`src/pbcap_pkg.sv`:
```
/*
 * shared constants of the power budget capability register bank:
 * byte offsets, field positions, reset values and fixed encodings.
 * assumes a 32-bit register bus with one aligned word per register.
 */
package pbcap_pkg;

  // byte offsets
  localparam logic [11:0] PBCAP_OFF_HDR   = 12'h20c;
  localparam logic [11:0] PBCAP_OFF_SEL   = 12'h210;
  localparam logic [11:0] PBCAP_OFF_DATA  = 12'h214;
  localparam logic [11:0] PBCAP_OFF_ALLOC = 12'h218;

  // header fields
  localparam int          PBCAP_HDR_ID_LSB   = 0;
  localparam int          PBCAP_HDR_VER_LSB  = 16;
  localparam int          PBCAP_HDR_NEXT_LSB = 20;
  localparam logic [15:0] PBCAP_CAP_ID       = 16'h0004;
  localparam logic [3:0]  PBCAP_CAP_VER      = 4'h1;
  localparam logic [11:0] PBCAP_NEXT_UP      = 12'h230;
  localparam logic [11:0] PBCAP_NEXT_DOWN    = 12'h220;

  // selector
  localparam logic [7:0]  PBCAP_SEL_RST  = 8'h00;
  localparam logic [7:0]  PBCAP_SEL_MAX  = 8'h00;
  localparam logic [7:0]  PBCAP_SEL_SUST = 8'h01;

  // data register fields
  localparam int          PBCAP_DAT_BASE_LSB  = 0;
  localparam int          PBCAP_DAT_SCALE_LSB = 8;
  localparam int          PBCAP_DAT_SUB_LSB   = 10;
  localparam int          PBCAP_DAT_STATE_LSB = 13;
  localparam int          PBCAP_DAT_TYPE_LSB  = 15;
  localparam int          PBCAP_DAT_RAIL_LSB  = 18;
  localparam int          PBCAP_ENTRY_W       = 21;
  localparam logic [7:0]  PBCAP_BASE_RST      = 8'h04;
  localparam logic [1:0]  PBCAP_SCALE_RST     = 2'h0;
  localparam logic [2:0]  PBCAP_SUB_RST       = 3'h0;
  localparam logic [1:0]  PBCAP_STATE_FULL    = 2'h0;
  localparam logic [2:0]  PBCAP_TYPE_MAX      = 3'h7;
  localparam logic [2:0]  PBCAP_TYPE_SUST     = 3'h0;
  localparam logic [2:0]  PBCAP_RAIL_RST      = 3'h2;

  // allocation register
  localparam int          PBCAP_ALLOC_LSB = 0;
  localparam logic        PBCAP_ALLOC_RST = 1'b0;

  // ahb encodings
  localparam logic [1:0]  PBCAP_HTRANS_NSEQ = 2'h2;
  localparam logic        PBCAP_HRESP_OKAY  = 1'b0;

endpackage

```
`src/pbcap_ahb_front.sv`:
```
/*
 * ahb-lite address phase capture: registers the address of an
 * accepted transfer and flags the first data phase cycle.
 * assumes single word transfers and a slave that inserts wait
 * states only on reads.
 */
`timescale 1ns/1ps
`default_nettype none
module pbcap_ahb_front #(
  parameter int ADDR_W = 12
) (
  // clock and reset
  input  wire logic              clk_i,
  input  wire logic              rst_n_i,
  // address phase
  input  wire logic              hsel_i,
  input  wire logic [1:0]        htrans_i,
  input  wire logic              hwrite_i,
  input  wire logic              hready_i,
  input  wire logic [ADDR_W-1:0] haddr_i,
  // data phase flags
  output logic                   wr_pend_o,
  output logic                   rd_pend_o,
  output logic [ADDR_W-1:0]      addr_o
);
  import pbcap_pkg::*;

  wire              take     = hsel_i & htrans_i[1] & hready_i;
  wire [ADDR_W-1:0] addr_nxt = take ? haddr_i : addr_o;

  always_ff @(posedge clk_i or negedge rst_n_i) begin
    if (!rst_n_i) begin
      wr_pend_o <= 1'b0;
      rd_pend_o <= 1'b0;
      addr_o    <= '0;
    end else begin
      wr_pend_o <= take & hwrite_i;
      rd_pend_o <= take & ~hwrite_i;
      addr_o    <= addr_nxt;
    end
  end
endmodule
`default_nettype wire

```
`src/pbcap_entry_tbl.sv`:
```
/*
 * power budget entry table: two supported entries, zero for any
 * other index; the selected entry comes out of a register.
 * assumes the index and base power are given as next-cycle values.
 */
`timescale 1ns/1ps
`default_nettype none
module pbcap_entry_tbl #(
  parameter logic [7:0] SUST_BASE = 8'h04
) (
  // clock and reset
  input  wire logic                               clk_i,
  input  wire logic                               rst_n_i,
  // selection
  input  wire logic [7:0]                         sel_i,
  input  wire logic [7:0]                         max_base_i,
  // registered entry
  output logic [pbcap_pkg::PBCAP_ENTRY_W-1:0]     entry_o
);
  import pbcap_pkg::*;

  localparam logic [PBCAP_ENTRY_W-1:0] ENTRY_RST = {PBCAP_RAIL_RST, PBCAP_TYPE_MAX,
    PBCAP_STATE_FULL, PBCAP_SUB_RST, PBCAP_SCALE_RST, PBCAP_BASE_RST};

  function automatic logic [PBCAP_ENTRY_W-1:0] pack_entry(
    input logic [7:0] base,
    input logic [2:0] typ
  );
    pack_entry = {PBCAP_RAIL_RST, typ, PBCAP_STATE_FULL, PBCAP_SUB_RST,
                  PBCAP_SCALE_RST, base};
  endfunction

  wire [PBCAP_ENTRY_W-1:0] max_ent  = pack_entry(max_base_i, PBCAP_TYPE_MAX);
  wire [PBCAP_ENTRY_W-1:0] sust_ent = pack_entry(SUST_BASE, PBCAP_TYPE_SUST);
  wire [PBCAP_ENTRY_W-1:0] ent_next = (sel_i == PBCAP_SEL_MAX)  ? max_ent  :
                                      (sel_i == PBCAP_SEL_SUST) ? sust_ent :
                                      '0;

  always_ff @(posedge clk_i or negedge rst_n_i) begin
    if (!rst_n_i) begin
      entry_o <= ENTRY_RST;
    end else begin
      entry_o <= ent_next;
    end
  end
endmodule
`default_nettype wire

```
`src/pbcap_top.sv`:
```
/*
 * power budget capability register bank behind an ahb-lite slave.
 * holds the capability header, the entry selector, the selected
 * entry's data word and the system allocation flag.
 * assumes one master, word transfers only, and an autoload engine
 * that presents loaded values with one-cycle strobes.
 */
`timescale 1ns/1ps
`default_nettype none
module pbcap_top #(
  parameter int         ADDR_W    = 12,
  parameter logic [7:0] SUST_BASE = 8'h04
) (
  // clock and reset
  input  wire logic              CLK_I,
  input  wire logic              RESET_N_I,
  // ahb-lite slave
  input  wire logic              HSEL_I,
  input  wire logic [ADDR_W-1:0] HADDR_I,
  input  wire logic [1:0]        HTRANS_I,
  input  wire logic              HWRITE_I,
  input  wire logic [2:0]        HSIZE_I,
  input  wire logic              HREADY_I,
  input  wire logic [31:0]       HWDATA_I,
  output logic      [31:0]       HRDATA_O,
  output logic                   HREADYOUT_O,
  output logic                   HRESP_O,
  // port role strap
  input  wire logic              PORT_UPSTREAM_I,
  // nonvolatile autoload
  input  wire logic              ALOAD_BASE_VLD_I,
  input  wire logic [7:0]        ALOAD_BASE_I,
  input  wire logic              ALOAD_ALLOC_VLD_I,
  input  wire logic              ALOAD_ALLOC_I
);
  import pbcap_pkg::*;

  logic                     wr_pend;
  logic                     rd_pend;
  logic [ADDR_W-1:0]        addr_q;
  logic [PBCAP_ENTRY_W-1:0] entry_q;

  logic [7:0]  sel_reg;
  logic [7:0]  max_base_reg;
  logic        alloc_reg;
  logic        up_reg;
  logic        strap_done_reg;
  logic [31:0] hrdata_reg;
  logic        hready_reg;
  logic        hresp_reg;

  // address phase capture
  pbcap_ahb_front #(
    .ADDR_W    (ADDR_W)
  ) u_front (
    .clk_i     (CLK_I),
    .rst_n_i   (RESET_N_I),
    .hsel_i    (HSEL_I),
    .htrans_i  (HTRANS_I),
    .hwrite_i  (HWRITE_I),
    .hready_i  (HREADY_I),
    .haddr_i   (HADDR_I),
    .wr_pend_o (wr_pend),
    .rd_pend_o (rd_pend),
    .addr_o    (addr_q)
  );

  // decode of the data phase address
  function automatic logic hit(input logic [ADDR_W-1:0] a, input logic [11:0] off);
    hit = (a == ADDR_W'(off));
  endfunction

  wire hit_hdr   = hit(addr_q, PBCAP_OFF_HDR);
  wire hit_sel   = hit(addr_q, PBCAP_OFF_SEL);
  wire hit_data  = hit(addr_q, PBCAP_OFF_DATA);
  wire hit_alloc = hit(addr_q, PBCAP_OFF_ALLOC);
  wire hit_none  = ~(hit_hdr | hit_sel | hit_data | hit_alloc);

  // only the selector byte is writable
  wire       wr_sel   = wr_pend & hit_sel;
  wire [7:0] sel_next = wr_sel ? HWDATA_I[7:0] : sel_reg;

  // autoload overrides
  wire [7:0] max_base_next = ALOAD_BASE_VLD_I ? ALOAD_BASE_I : max_base_reg;
  wire       alloc_next    = ALOAD_ALLOC_VLD_I ? ALOAD_ALLOC_I : alloc_reg;

  // strap caught once after reset release
  wire up_next = strap_done_reg ? up_reg : PORT_UPSTREAM_I;

  // entry table, fed with next values so reads see fresh data
  pbcap_entry_tbl #(
    .SUST_BASE  (SUST_BASE)
  ) u_tbl (
    .clk_i      (CLK_I),
    .rst_n_i    (RESET_N_I),
    .sel_i      (sel_next),
    .max_base_i (max_base_next),
    .entry_o    (entry_q)
  );

  // read words
  wire [11:0] next_ptr = up_reg ? PBCAP_NEXT_UP : PBCAP_NEXT_DOWN;
  wire [31:0] hdr_word = {next_ptr, PBCAP_CAP_VER, PBCAP_CAP_ID};
  wire [31:0] sel_word = {24'h000000, sel_reg};
  wire [31:0] dat_word = {11'h000, entry_q};
  wire [31:0] alc_word = {31'h00000000, alloc_reg};

  wire [31:0] rd_word = hit_hdr   ? hdr_word :
                        hit_sel   ? sel_word :
                        hit_data  ? dat_word :
                        hit_alloc ? alc_word :
                        32'h00000000;

  // reads take one wait state, writes none
  wire take_rd     = HSEL_I & HTRANS_I[1] & HREADY_I & ~HWRITE_I;
  wire hready_next = ~take_rd;
  wire [31:0] hrdata_next = rd_pend ? rd_word : hrdata_reg;

  always_ff @(posedge CLK_I or negedge RESET_N_I) begin
    if (!RESET_N_I) begin
      sel_reg <= PBCAP_SEL_RST;
    end else begin
      sel_reg <= sel_next;
    end
  end

  always_ff @(posedge CLK_I or negedge RESET_N_I) begin
    if (!RESET_N_I) begin
      max_base_reg <= PBCAP_BASE_RST;
      alloc_reg    <= PBCAP_ALLOC_RST;
    end else begin
      max_base_reg <= max_base_next;
      alloc_reg    <= alloc_next;
    end
  end

  always_ff @(posedge CLK_I or negedge RESET_N_I) begin
    if (!RESET_N_I) begin
      up_reg         <= 1'b0;
      strap_done_reg <= 1'b0;
    end else begin
      up_reg         <= up_next;
      strap_done_reg <= 1'b1;
    end
  end

  always_ff @(posedge CLK_I or negedge RESET_N_I) begin
    if (!RESET_N_I) begin
      hrdata_reg <= 32'h00000000;
      hready_reg <= 1'b1;
      hresp_reg  <= PBCAP_HRESP_OKAY;
    end else begin
      hrdata_reg <= hrdata_next;
      hready_reg <= hready_next;
      hresp_reg  <= PBCAP_HRESP_OKAY;
    end
  end

  assign HRDATA_O    = hrdata_reg;
  assign HREADYOUT_O = hready_reg;
  assign HRESP_O     = hresp_reg;
endmodule
`default_nettype wire

```
`config.mk`:
```
export PLATFORM = sky130hd
export DESIGN_NAME = pbcap_top
export DESIGN_NICKNAME = d
export VERILOG_FILES = /design/src/pbcap_pkg.sv /design/src/pbcap_ahb_front.sv /design/src/pbcap_entry_tbl.sv /design/src/pbcap_top.sv
export SDC_FILE = /design/constraint.sdc
export NUM_CORES = 1
export LEC_CHECK = 0
export ABC_AREA = 1
export BUFFER_PORTS_ARGS = -buffer_cell sky130_fd_sc_hd__buf_2
export CORE_MARGIN = 2
export CORE_UTILIZATION = 45
export DETAILED_ROUTE_END_ITERATION = 6
export PLACE_DENSITY = 0.74
export SETUP_SLACK_MARGIN = 0.2
export SYNTH_ARGS = -nofsm -noshare
export SYNTH_HDL_FRONTEND = slang
export SYNTH_SLANG_ARGS = --single-unit
```
`constraint.sdc`:
```
create_clock -name CLK_I -period 2.3 [get_ports CLK_I]
set_clock_uncertainty 0.15 [all_clocks]
set_input_delay 0.46 -clock CLK_I [delete_from_list [all_inputs] [get_ports CLK_I]]
set_output_delay 0.46 -clock CLK_I [all_outputs]
set_load 0.005 [all_outputs]
```
After elaboration in Yosys (flattened, before gate mapping)

Index checks and enable logic that the tools add are counted.
W data, S select, Z words.

Memories kept: 0
Output and inout bits: 34
Bits in registers: 87
Logic and storage cells: 33
Latch bits: 0
RAM bits: 0
Input port bits: 66
Bits in read-only memories: 0

Add/sub/neg operators: 0
Mux-type cells: 9
Magnitude comparators: 0
Reductions and logical operators: 1
Bitwise gates (word level): 7
Shifts and indexed selects: 0
Multipliers: 0
Eq/ne operators: 5
Div/mod/pow operators: 0

Operator list:

| operator               | number |
|---|---|
| $mux W21               | 3 |
| $eq A12 B10 Y1 const B | 4 |
| $mux W30               | 1 |
| $mux W20               | 1 |
| $mux W8                | 2 |
| $eq A8 B1 Y1 const B   | 1 |
| $logic_not A8 Y1       | 1 |
| $and A1 B1 Y1          | 5 |
| $mux W5                | 1 |
| $not A1 Y1             | 2 |
| $mux W1                | 1 |

Logic depth before layout (Yosys ltp)

Gate-level depths: netlist (run 1).

Depth after elaboration: 6
Mapped depth: 12
Gate-level depth less buffers: 12

Hierarchy

A second synthesis (run 1) with hierarchy kept.

Cell total of the unflattened synthesis: 340
Area, all modules: 3239.4 um2

By module, submodules not included:

| module          | cells an instance | area each (um2) | instances | seq. area each (um2) |
|---|---|---|---|---|
| pbcap_top       | 239               | 2177.1          | 1         | 1078.5 |
| pbcap_ahb_front | 58                | 588.1           | 1         | 350.3 |
| pbcap_entry_tbl | 43                | 474.2           | 1         | 254.0 |

Least setup slack after synthesis (run 1)

OpenSTA, ideal clock, no wires.

Path type: flip-flop to flip-flop
Start point: register u_front.addr_o[0]
End point: register u_tbl.entry_o[0] (netlist bit)
Path slack: 692 ps
Path buffers: 1
Required time: 2024 ps
Library setup time: 126 ps
Period minus slack after synthesis: 1608 ps
Cell stages (with the launch flop): 11
Data arrival time: 1331 ps
Path through: dfrtp_1 nor2_4 and2_4 buf_6 nand3_4 nand2_1 nand2_1 nand2_1 nor2_4 nand2_4 nor2_2

Word-level cells in the longest chain between the ends: 5

Ends and longest elaborated chain:

| element                  | line                  | source |
|---|---|---|
| start: declaration       | pbcap_ahb_front.sv:24 | `output logic [ADDR_W-1:0] addr_o` |
| start signal: assignment | pbcap_ahb_front.sv:39 | `addr_o <= addr_nxt;` |
| $eq A12 B10 Y1           | pbcap_top.sv:70       | `hit = (a == ADDR_W'(off));` |
| $and A1 B1 Y1            | pbcap_top.sv:80       | `wire wr_sel = wr_pend & hit_sel;` |
| $mux W8                  | pbcap_top.sv:81       | `wire [7:0] sel_next = wr_sel ? HWDATA_I[7:0] : sel_reg;` |
| $logic_not A8 Y1         | pbcap_entry_tbl.sv:35 | `wire [PBCAP_ENTRY_W-1:0] ent_next = (sel_i == PBCAP_SEL_MAX) ? max_ent :` |
| $mux W21                 | pbcap_entry_tbl.sv:35 |  |
| net u_tbl.ent_next[0]    | pbcap_entry_tbl.sv:35 |  |
| end signal: assignment   | pbcap_entry_tbl.sv:43 | `entry_o <= ent_next;` |
| end: declaration         | pbcap_entry_tbl.sv:18 | `output logic [pbcap_pkg::PBCAP_ENTRY_W-1:0] entry_o` |

The timed path passes the listed nets, and every way through them passes these cells.
A chain may end at the register's enable or synchronous reset.

Worst setup path in the final report (run 1)

Start point: register u_front.addr_o[7]
End point: register u_tbl.entry_o[0] (netlist bit)

Same word-level chain as after synthesis.

==> results of run 1 <==
==> metrics by stage <==
step           hold slack [ns]  utilization  worst slack (ns)
3_5_place_dp            0.2706       0.5194            0.5039
4_1_cts                 0.1536       0.5620            0.4822
5_1_grt                 0.1578       0.5620            0.3283
3_3_place_gp            0.2627       0.5194            0.5425
6_report                0.1708       0.5620            0.4630
2_1_floorplan          0.01441            -            0.6925
==> area by class of cell <==
class	instances	area, um2
well taps	72	90.09
fillers	507	2456
clock inverters	6	91.34
clock buffers	10	137.6
flip-flops and latches	57	1433
inverters	50	187.7
repair buffers	57	297.8
multi-input cells	177	914.6
==> per-layer routing <==
metal	global-route usage	share of wire
met2	0.2517	0.47
met3	0.06000	0.063
met4	0.06949	0.018
met1	0.2081	0.45
met5	0	0
==> logic make-up after synthesis <==
kind of cell	count (synthesis)
and+or+nand+nor	125
AOI/OAI and AO/OA	22
other	2
muxes	11
DFF	57
buffers and inverters	76
==> worst max-delay path by stage <==
stage                             to  slack (ns)
floorplan           u_tbl.entry_o[0]        0.69
global placement    u_tbl.entry_o[0]        0.54
detailed placement  u_tbl.entry_o[0]        0.50
CTS                 u_tbl.entry_o[0]        0.48
global route        u_tbl.entry_o[0]        0.33
finish              u_tbl.entry_o[0]        0.46
==> timing repair <==
action,4_1_cts,5_1_grt
endpoints found under the hold margin,17,0
hold buffers,1,0
gates resized for setup,0,0
buffers inserted,0,0
==> power by group through the flow <==
stage | combinational (mW) | sequential [mW] | clock (mW)
2_1_floorplan | 0.194 | 1.15 | 0
3_3_place_gp | 0.256 | 1.16 | 0
3_5_place_dp | 0.263 | 1.16 | 0
4_1_cts | 0.265 | 1.15 | 1.07
5_1_grt | 0.300 | 1.16 | 1.11
6_report | 0.262 | 1.14 | 1.04
==> layout by cell type (no fill, tap or decap), drive strengths merged <==
cell type	synthesis	final
nand4	9	9
o211ai	1	1
mux2	11	11
bufinv	0	2
clkinvlp	0	3
dlygate4sd3	0	1
dfstp	5	5
a31oi	1	1
nand2	72	72
inv	50	50
clkbuf	4	10
o21ai	13	13
a41oi	1	1
a21oi	6	6
dfrtp	52	52
and2	1	1
buf	22	56
nor2	32	32
nor3	1	1
conb	2	19
clkinv	0	1
nand3	10	10
==> impl_metrics.toml, run 1 <==
[power_and_ir_drop]
p_int_mw = 1.849
p_clk_frac = 0.425
ir_drop_v = 0.0004049
p_total_mw = 2.448
switchingPower_mw = 0.5988
p_leak_nw = 1.750
power.density_nw_per_um2 = 776.8
pwr-share-comb = 0.107
power_switching_share = 0.2446
power_frac_seq = 0.467

[clock_network]
cts_buffers = 9
cts_root_buffer = "clkbuf_8"
htreeDepth = 3
clock_latency_ns = 0.33
cts_tree = "yes"
max-clock-path-buffers = 2
cts.sinks = 57
clk_pin_slew_worst_paths_ns = 0.07

[logic_synthesis]
synthSimpleGateAreaFrac = 0.2269
synth-compound-area-share = 0.04434
synth_seq_cells = 57
synth_cell_types = 28
yosysMostFrequentCell = "nand2_1"
syn_inst = 293
mappedNetlistArea_um2 = 2653
ys_seq_area_frac = 0.5401
yosysTopAreaCell = "dfrtp_1"
synthXorXnorAreaFrac = 0
async_reset_ff_frac = 1.000
post-synth-top-area-fraction = 0.4906
synth_flop_cell = "dfrtp_1"
synthAdderAreaFrac = 0
synth_top_family_by_area = "simple AND/OR/NAND/NOR gates"
yosysWarnings = 0
netlist_top_cells_count = "nand2_1 (67), dfrtp_1 (52), inv_1 (46), buf_4 (20), nor2_1 (19)"
synth.area.top_cells = "dfrtp_1 (49%), nand2_1 (9.5%), inv_1 (6.5%)"
synth-edff-count = 0
synth.mux.area_fraction = 0.04670
syn_area_per_cell_um2 = 9.053

[routing]
first_iter_violations = 89
drc = 0
vias = 1921
ant_nets = 0
wl_per_cell_um = 10.87
first_pass_iters = 4
vias_per_cell = 4.478
wirelength_um = 4662

[critical_path]
r2r_cells = 9
cp.depth = 9
crit_fanout = 9
startpoint = "u_front.addr_o[7]"
max_stage_delay_ns = 0.38
reg2reg_slack_ns = 0.46
rr_endpoint = "u_tbl.entry_o[0]"
slowest_stage = "dfrtp_1"
cp.buffers_inverters = 0
r2r-start = "u_front.addr_o[7]"
critical_path_class = "register to register"
cpMostUsedCell = "nand2_1"
crit_arrival_ns = 1.90
cp_cell_sequence = "nor2_1 > and2_4 > nand3_4 > nand2_1 > nand2_1 > nand2_1 > nor2_4 > nand2_4 > nor2_2"
start_kind = "register"
worstPathRequired_ns = 2.36
critPathCaptureType = "register"
cp_top_family = "simple AND/OR/NAND/NOR gates"

[timing]
hold_viol = 0
slew_violations = 0
post-route-min-period_ns = 1.837
fmax_mhz = 544.4
setup_tns_ns = 0
rsz0062_at_grt = "no"
fin_crit_sh = 0.7987
finalSetupViolCount = 0

[worst_hold_path]
worst_hold_path_type = "primary input to register"
whs_endpoint = "u_front.rd_pend_o"
hold_start = "HWRITE_I"
whs_path_depth = 2

[layout]
diodes = 0
synthToLayoutAreaGrowth_pct = 18.82
layout-drive-gt1-share = 0.3137
final_area_um2 = 3152
largest_register_ffs = 13
final_cells = 429
nets = 418

[floorplanning]
die-width_um = 80.78
initial_core_util = 0.4730
core_area_um2 = 5608
rows = 27
die_h_um = 80.78
die_area_um2 = 6525
io_pins = 100

[global_routing]
grt_pass1_vias = 1808
grt_usage = 0.1631
antenna_found_initial = 0
grt_max_degree = 21
overflow = 0
grt_pass1_wl_um = 7935

[placed_design]
placedCellCount = 412
placed_cell_area_um2 = 2913
hpwl_um = 3501
port_buffers = 53
gp_congestion = 0.8492

[outcome]
outcome = "finished clean"

[job]
maxCapViolations = 0
Note: power is estimated with default switching activity, not from simulation.
==> run 2, diff against run 1 <==
clock period = 1.85 ns   (was 2.3 ns; I/O delays follow)
==> run 2 against run 1 <==
Net effect: sequential power increased by 25%; critical path depth increased by 2; clock power increased by 11%; cell area increased by 6.9%; largest power group unchanged; first-iteration DRC count increased by 15%; hold slack got worse by 0.078 ns; sequential share of layout area decreased by 3.0 points.
==> impl_metrics.toml, run 2 (synthesized netlist as in run 1, its figures left out) <==
[outcome]
outcome = "finished clean"

[placed_design]
port_buffers = 53
hpwl_um = 3434
gp_congestion = 0.8373
placed_cell_area_um2 = 2940

[critical_path]
critPathCaptureType = "register"
cp.buffers_inverters = 1
cp_cell_sequence = "inv_2 > nor2_4 > nand2_4 > nor2_8 > nand3_4 > nand2_1 > nand2_1 > nand2_2 > nor2_4 > nand2_2 > nor2_2"
crit_fanout = 8
worstPathRequired_ns = 1.90
start_kind = "register"
slowest_stage = "dfrtp_1"
critical_path_class = "register to register"
cp.depth = 11
crit_arrival_ns = 1.81
max_stage_delay_ns = 0.38
r2r_cells = 11
cp_top_family = "simple AND/OR/NAND/NOR gates"

[timing]
hold_viol = 0
slew_violations = 0
fin_crit_sh = 0.9493
setup_tns_ns = 0
rsz0062_at_grt = "yes"
finalSetupViolCount = 0
fmax_mhz = 569.4
post-route-min-period_ns = 1.756

[power_and_ir_drop]
power.density_nw_per_um2 = 898.0
p_int_mw = 2.258
p_clk_frac = 0.380
power_frac_seq = 0.473
switchingPower_mw = 0.7684
power_switching_share = 0.2539
ir_drop_v = 0.0005262
pwr-share-comb = 0.147
p_leak_nw = 1.879

[worst_hold_path]
whs_path_depth = 2
worst_hold_path_type = "primary input to register"

[floorplanning]
rows = 27
io_pins = 100
die-width_um = 80.78
initial_core_util = 0.4730
core_area_um2 = 5608
die_h_um = 80.78
die_area_um2 = 6525

[clock_network]
cts.sinks = 57
cts_tree = "yes"
clk_pin_slew_worst_paths_ns = 0.06
cts_buffers = 9
clock_latency_ns = 0.33
htreeDepth = 3
max-clock-path-buffers = 2
cts_root_buffer = "clkbuf_8"

[global_routing]
overflow = 0
grt_max_degree = 41
grt_usage = 0.1717
grt_pass1_vias = 1925
antenna_found_initial = 0
grt_pass1_wl_um = 8411

[job]
maxCapViolations = 0

[routing]
wirelength_um = 5226
drc = 0
wl_per_cell_um = 11.77
first_iter_violations = 102
ant_nets = 0
vias_per_cell = 4.552
vias = 2021
first_pass_iters = 4

[layout]
diodes = 0
largest_register_ffs = 13
nets = 433
final_area_um2 = 3371
synthToLayoutAreaGrowth_pct = 27.08
layout_common_cells = "nand2_1 (59), buf_2 (53), dfrtp_1 (52)"
final_common_cell = "nand2_1"
layout-drive-gt1-share = 0.3871
==> run 2: changes by cell type in the layout (fill, tap and decap cells not counted), moves of 4 or more <==
cell / previous run / this run
nand2_1: 67 / 59
nand2_4: 1 / 5
nor2_1: 19 / 12
nor2_4: 3 / 8
nand2_2: 4 / 9
buf_4: 3 / 14
==> run 2: worst paths after layout <==
kind	slack, ns	endpoint	start
worst max-delay path	0.09	u_tbl.entry_o[6]	u_front.addr_o[4]
worst min-delay path	0.09	u_front.rd_pend_o	HWRITE_I
worst max register to register	0.09	u_tbl.entry_o[6]	u_front.addr_o[4]
worst min register to register	0.32	HRDATA_O[5]	HRDATA_O[5]
max in group asynchronous	0.58	max_base_reg[2]	RESET_N_I
min in group asynchronous	0.36	HRDATA_O[16]	RESET_N_I
==> run 2: timing repair <==
item | 4_1_cts | 5_1_grt
gates cloned | 2 | 0
hold endpoints to repair | 16 | 0
setup buffers | 6 | 5
pin swaps | 9 | 16
endpoints found under the setup margin | 11 | 23
resized for setup | 8 | 27
hold buffers | 1 | 0
==> run 2: final cells by class <==
type                    instances  area (um2)
repair buffers                 70       411.6
multi-input cells             179        1037
fillers                       486        2237
well taps                      72       90.09
inverters                      50       200.2
flip-flops and latches         57        1433
clock inverters                 3       40.04
clock buffers                  13       158.9
==> run 2: power groups by stage <==
stage	logic, mW	registers [mW]	clock network [mW]
after floorplan	0.242	1.43	0
after detailed placement	0.345	1.45	0
after CTS	0.389	1.43	1.18
after global routing	0.497	1.44	1.22
after global placement	0.334	1.44	0
final	0.445	1.43	1.15
==> run 2: layer usage <==
layer,GRT usage,vias up,wire [um]
met2,0.2708,70,2541
met1,0.2165,922,2253
li1,-,1014,-
met4,0.07797,0,159
met5,0,-,0
met3,0.05556,15,272
==> run 2: per-stage QoR <==
stage / setup slack, ns / hold WS, ns / total power, mW / utilization / cells
6_report: 0.09377 / 0.09278 / 3.027 / 0.6011 / 444
5_1_grt: -0.02345 / 0.09104 / 3.164 / 0.6011 / 444
3_5_place_dp: 0.07828 / 0.1740 / 1.790 / 0.5243 / 414
3_3_place_gp: 0.1001 / 0.1697 / 1.774 / 0.5243 / 414
4_1_cts: 0.1201 / 0.07599 / 2.992 / 0.5772 / 439
2_1_floorplan: 0.2425 / -0.07559 / 1.675 / - / 310
==> run 3, diff against run 2 <==
CORE_UTILIZATION = 49   (was 45)
PLACE_DENSITY = 0.77   (was 0.74)
TNS_END_PERCENT = 50   (was default)
==> run 3 against run 2 <==
Net effect: combinational power fell by 9.4%; hold slack got worse by 0.011 ns; final cell count down 0.90%; non-clock buffer count down 3; sequential power barely moved; largest cell class unchanged.
==> impl_metrics.toml, run 3 (synthesized netlist as in run 1, its figures left out) <==
[critical_path]
cp.buffers_inverters = 0
rr_endpoint = "u_tbl.entry_o[1]"
worstPathRequired_ns = 1.97
crit_fanout = 5
critPathCaptureType = "register"
cp_cell_sequence = "nor2_4 > nand2_4 > nor2_8 > nand4_1 > nand2_1 > nand2_2 > nor2_4 > nand2_4 > nor2_2"
start_kind = "register"
reg2reg_slack_ns = 0.03
critical_path_class = "register to register"
cp_top_family = "simple AND/OR/NAND/NOR gates"
r2r_cells = 9
r2r-start = "u_front.addr_o[2]"
max_stage_delay_ns = 0.41
slowest_stage = "dfrtp_1"
crit_arrival_ns = 1.93

[floorplanning]
core_area_um2 = 5172
die_area_um2 = 6018
die_h_um = 77.58
io_pins = 100
die-width_um = 77.58
rows = 26
initial_core_util = 0.5128

[global_routing]
grt_pass1_wl_um = 8894
grt_max_degree = 23
grt_usage = 0.1931
overflow = 0
grt_pass1_vias = 1935
antenna_found_initial = 0

[job]
maxCapViolations = 0

[power_and_ir_drop]
ir_drop_v = 0.0006455
p_total_mw = 2.940
p_leak_nw = 1.826
power.density_nw_per_um2 = 892.7

[layout]
nets = 431
layout-drive-gt1-share = 0.3757
diodes = 0
largest_register_ffs = 13
synthToLayoutAreaGrowth_pct = 24.15
final_common_cell = "nand2_1"
layout_common_cells = "nand2_1 (60), buf_2 (53), dfrtp_1 (52)"

[clock_network]
clk_pin_slew_worst_paths_ns = 0.06
cts.sinks = 57
clock_latency_ns = 0.34
cts_buffers = 9
htreeDepth = 3
cts_tree = "yes"
max-clock-path-buffers = 2
cts_root_buffer = "clkbuf_8"

[routing]
drc = 0
vias_per_cell = 4.532
vias = 1994
first_pass_iters = 4
first_iter_violations = 96
wl_per_cell_um = 11.84
wirelength_um = 5210
ant_nets = 0

[timing]
fmax_mhz = 550.5
relSlewSlack = 0.6514
slew_violations = 0
hold_viol = 0
hold_slack_ns = 0.08163
finalSetupViolCount = 0
worst_pin_slew_ns = 0.5229
post-route-min-period_ns = 1.817
fin_crit_sh = 0.9819
rsz0062_at_grt = "yes"

[outcome]
outcome = "finished clean"

[worst_hold_path]
worst_hold_path_type = "primary input to register"
whs_path_depth = 2
hold_start = "HWRITE_I"
whs_endpoint = "u_front.rd_pend_o"

[placed_design]
hpwl_um = 3555
gp_congestion = 0.8019
port_buffers = 53
-- run 3: power breakdown --
group | total (mW) | switching [mW] | leakage [nW] | internal (mW)
registers | 1.43 | 0.0655 | 0.695 | 1.36
logic | 0.403 | 0.224 | 1.03 | 0.180
clock network | 1.11 | 0.478 | 0.102 | 0.628
-- run 3: what timing repair did --
item,in CTS,in global routing
setup buffers,4,2
pin swaps,9,3
cloned,2,1
setup endpoints to repair,10,22
gates resized for setup,8,14
hold endpoints to repair,18,0
hold buffers,1,0
-- run 3: cell type report --
cell class	instances	area [um2]
Timing Repair Buffer	67	385.4
Inverter	50	187.7
Clock buffer	14	182.7
Timing Repair inverter	1	7.507
Sequential cell	57	1433
Tap cell	70	87.58
Fill cell	455	1879
Clock inverter	2	10.01
Multi-Input combinational cell	179	999.7
-- run 3: worst max-delay path by stage --
| stage | from | slack [ns] | cells after the start | endpoint |
|---|---|---|---|---|
| final | u_front.addr_o[2] | 0.03 | 9 | u_tbl.entry_o[1] |
| after floorplan | u_front.addr_o[0] | 0.24 | 10 | u_tbl.entry_o[0] |
| after detailed placement | u_front.addr_o[11] | 0.05 | 10 | u_tbl.entry_o[1] |
| after CTS | u_front.addr_o[2] | 0.1 | 9 | u_tbl.entry_o[3] |
| after global routing | u_front.addr_o[2] | -0.04 | 9 | u_tbl.entry_o[0] |
| after global placement | u_front.addr_o[11] | 0.11 | 10 | u_tbl.entry_o[3] |
-- run 3: per-layer routing --
metal	part of all wire	wire length, um	track usage	up-vias
li1	-	-	-	1012
met1	0.45	2329	0.2567	909
met2	0.47	2469	0.2930	63
met3	0.054	280	0.04419	10
met4	0.025	129	0.1071	0
met5	0	0	0	-
-- run 3: metrics by stage --
stage                     TNS, ns  instance area [um2]    util  worst slack [ns]  cells
after floorplan                 0                 2716       -            0.2425    310
after CTS                       0                 3233  0.6251           0.09834    437
after global routing      -0.2247                 3293  0.6367          -0.04068    440
after global placement          0                 2953  0.5709            0.1146    414
after detailed placement        0                 2953  0.5709           0.04930    414
final                           0                 3293  0.6367           0.03342    440
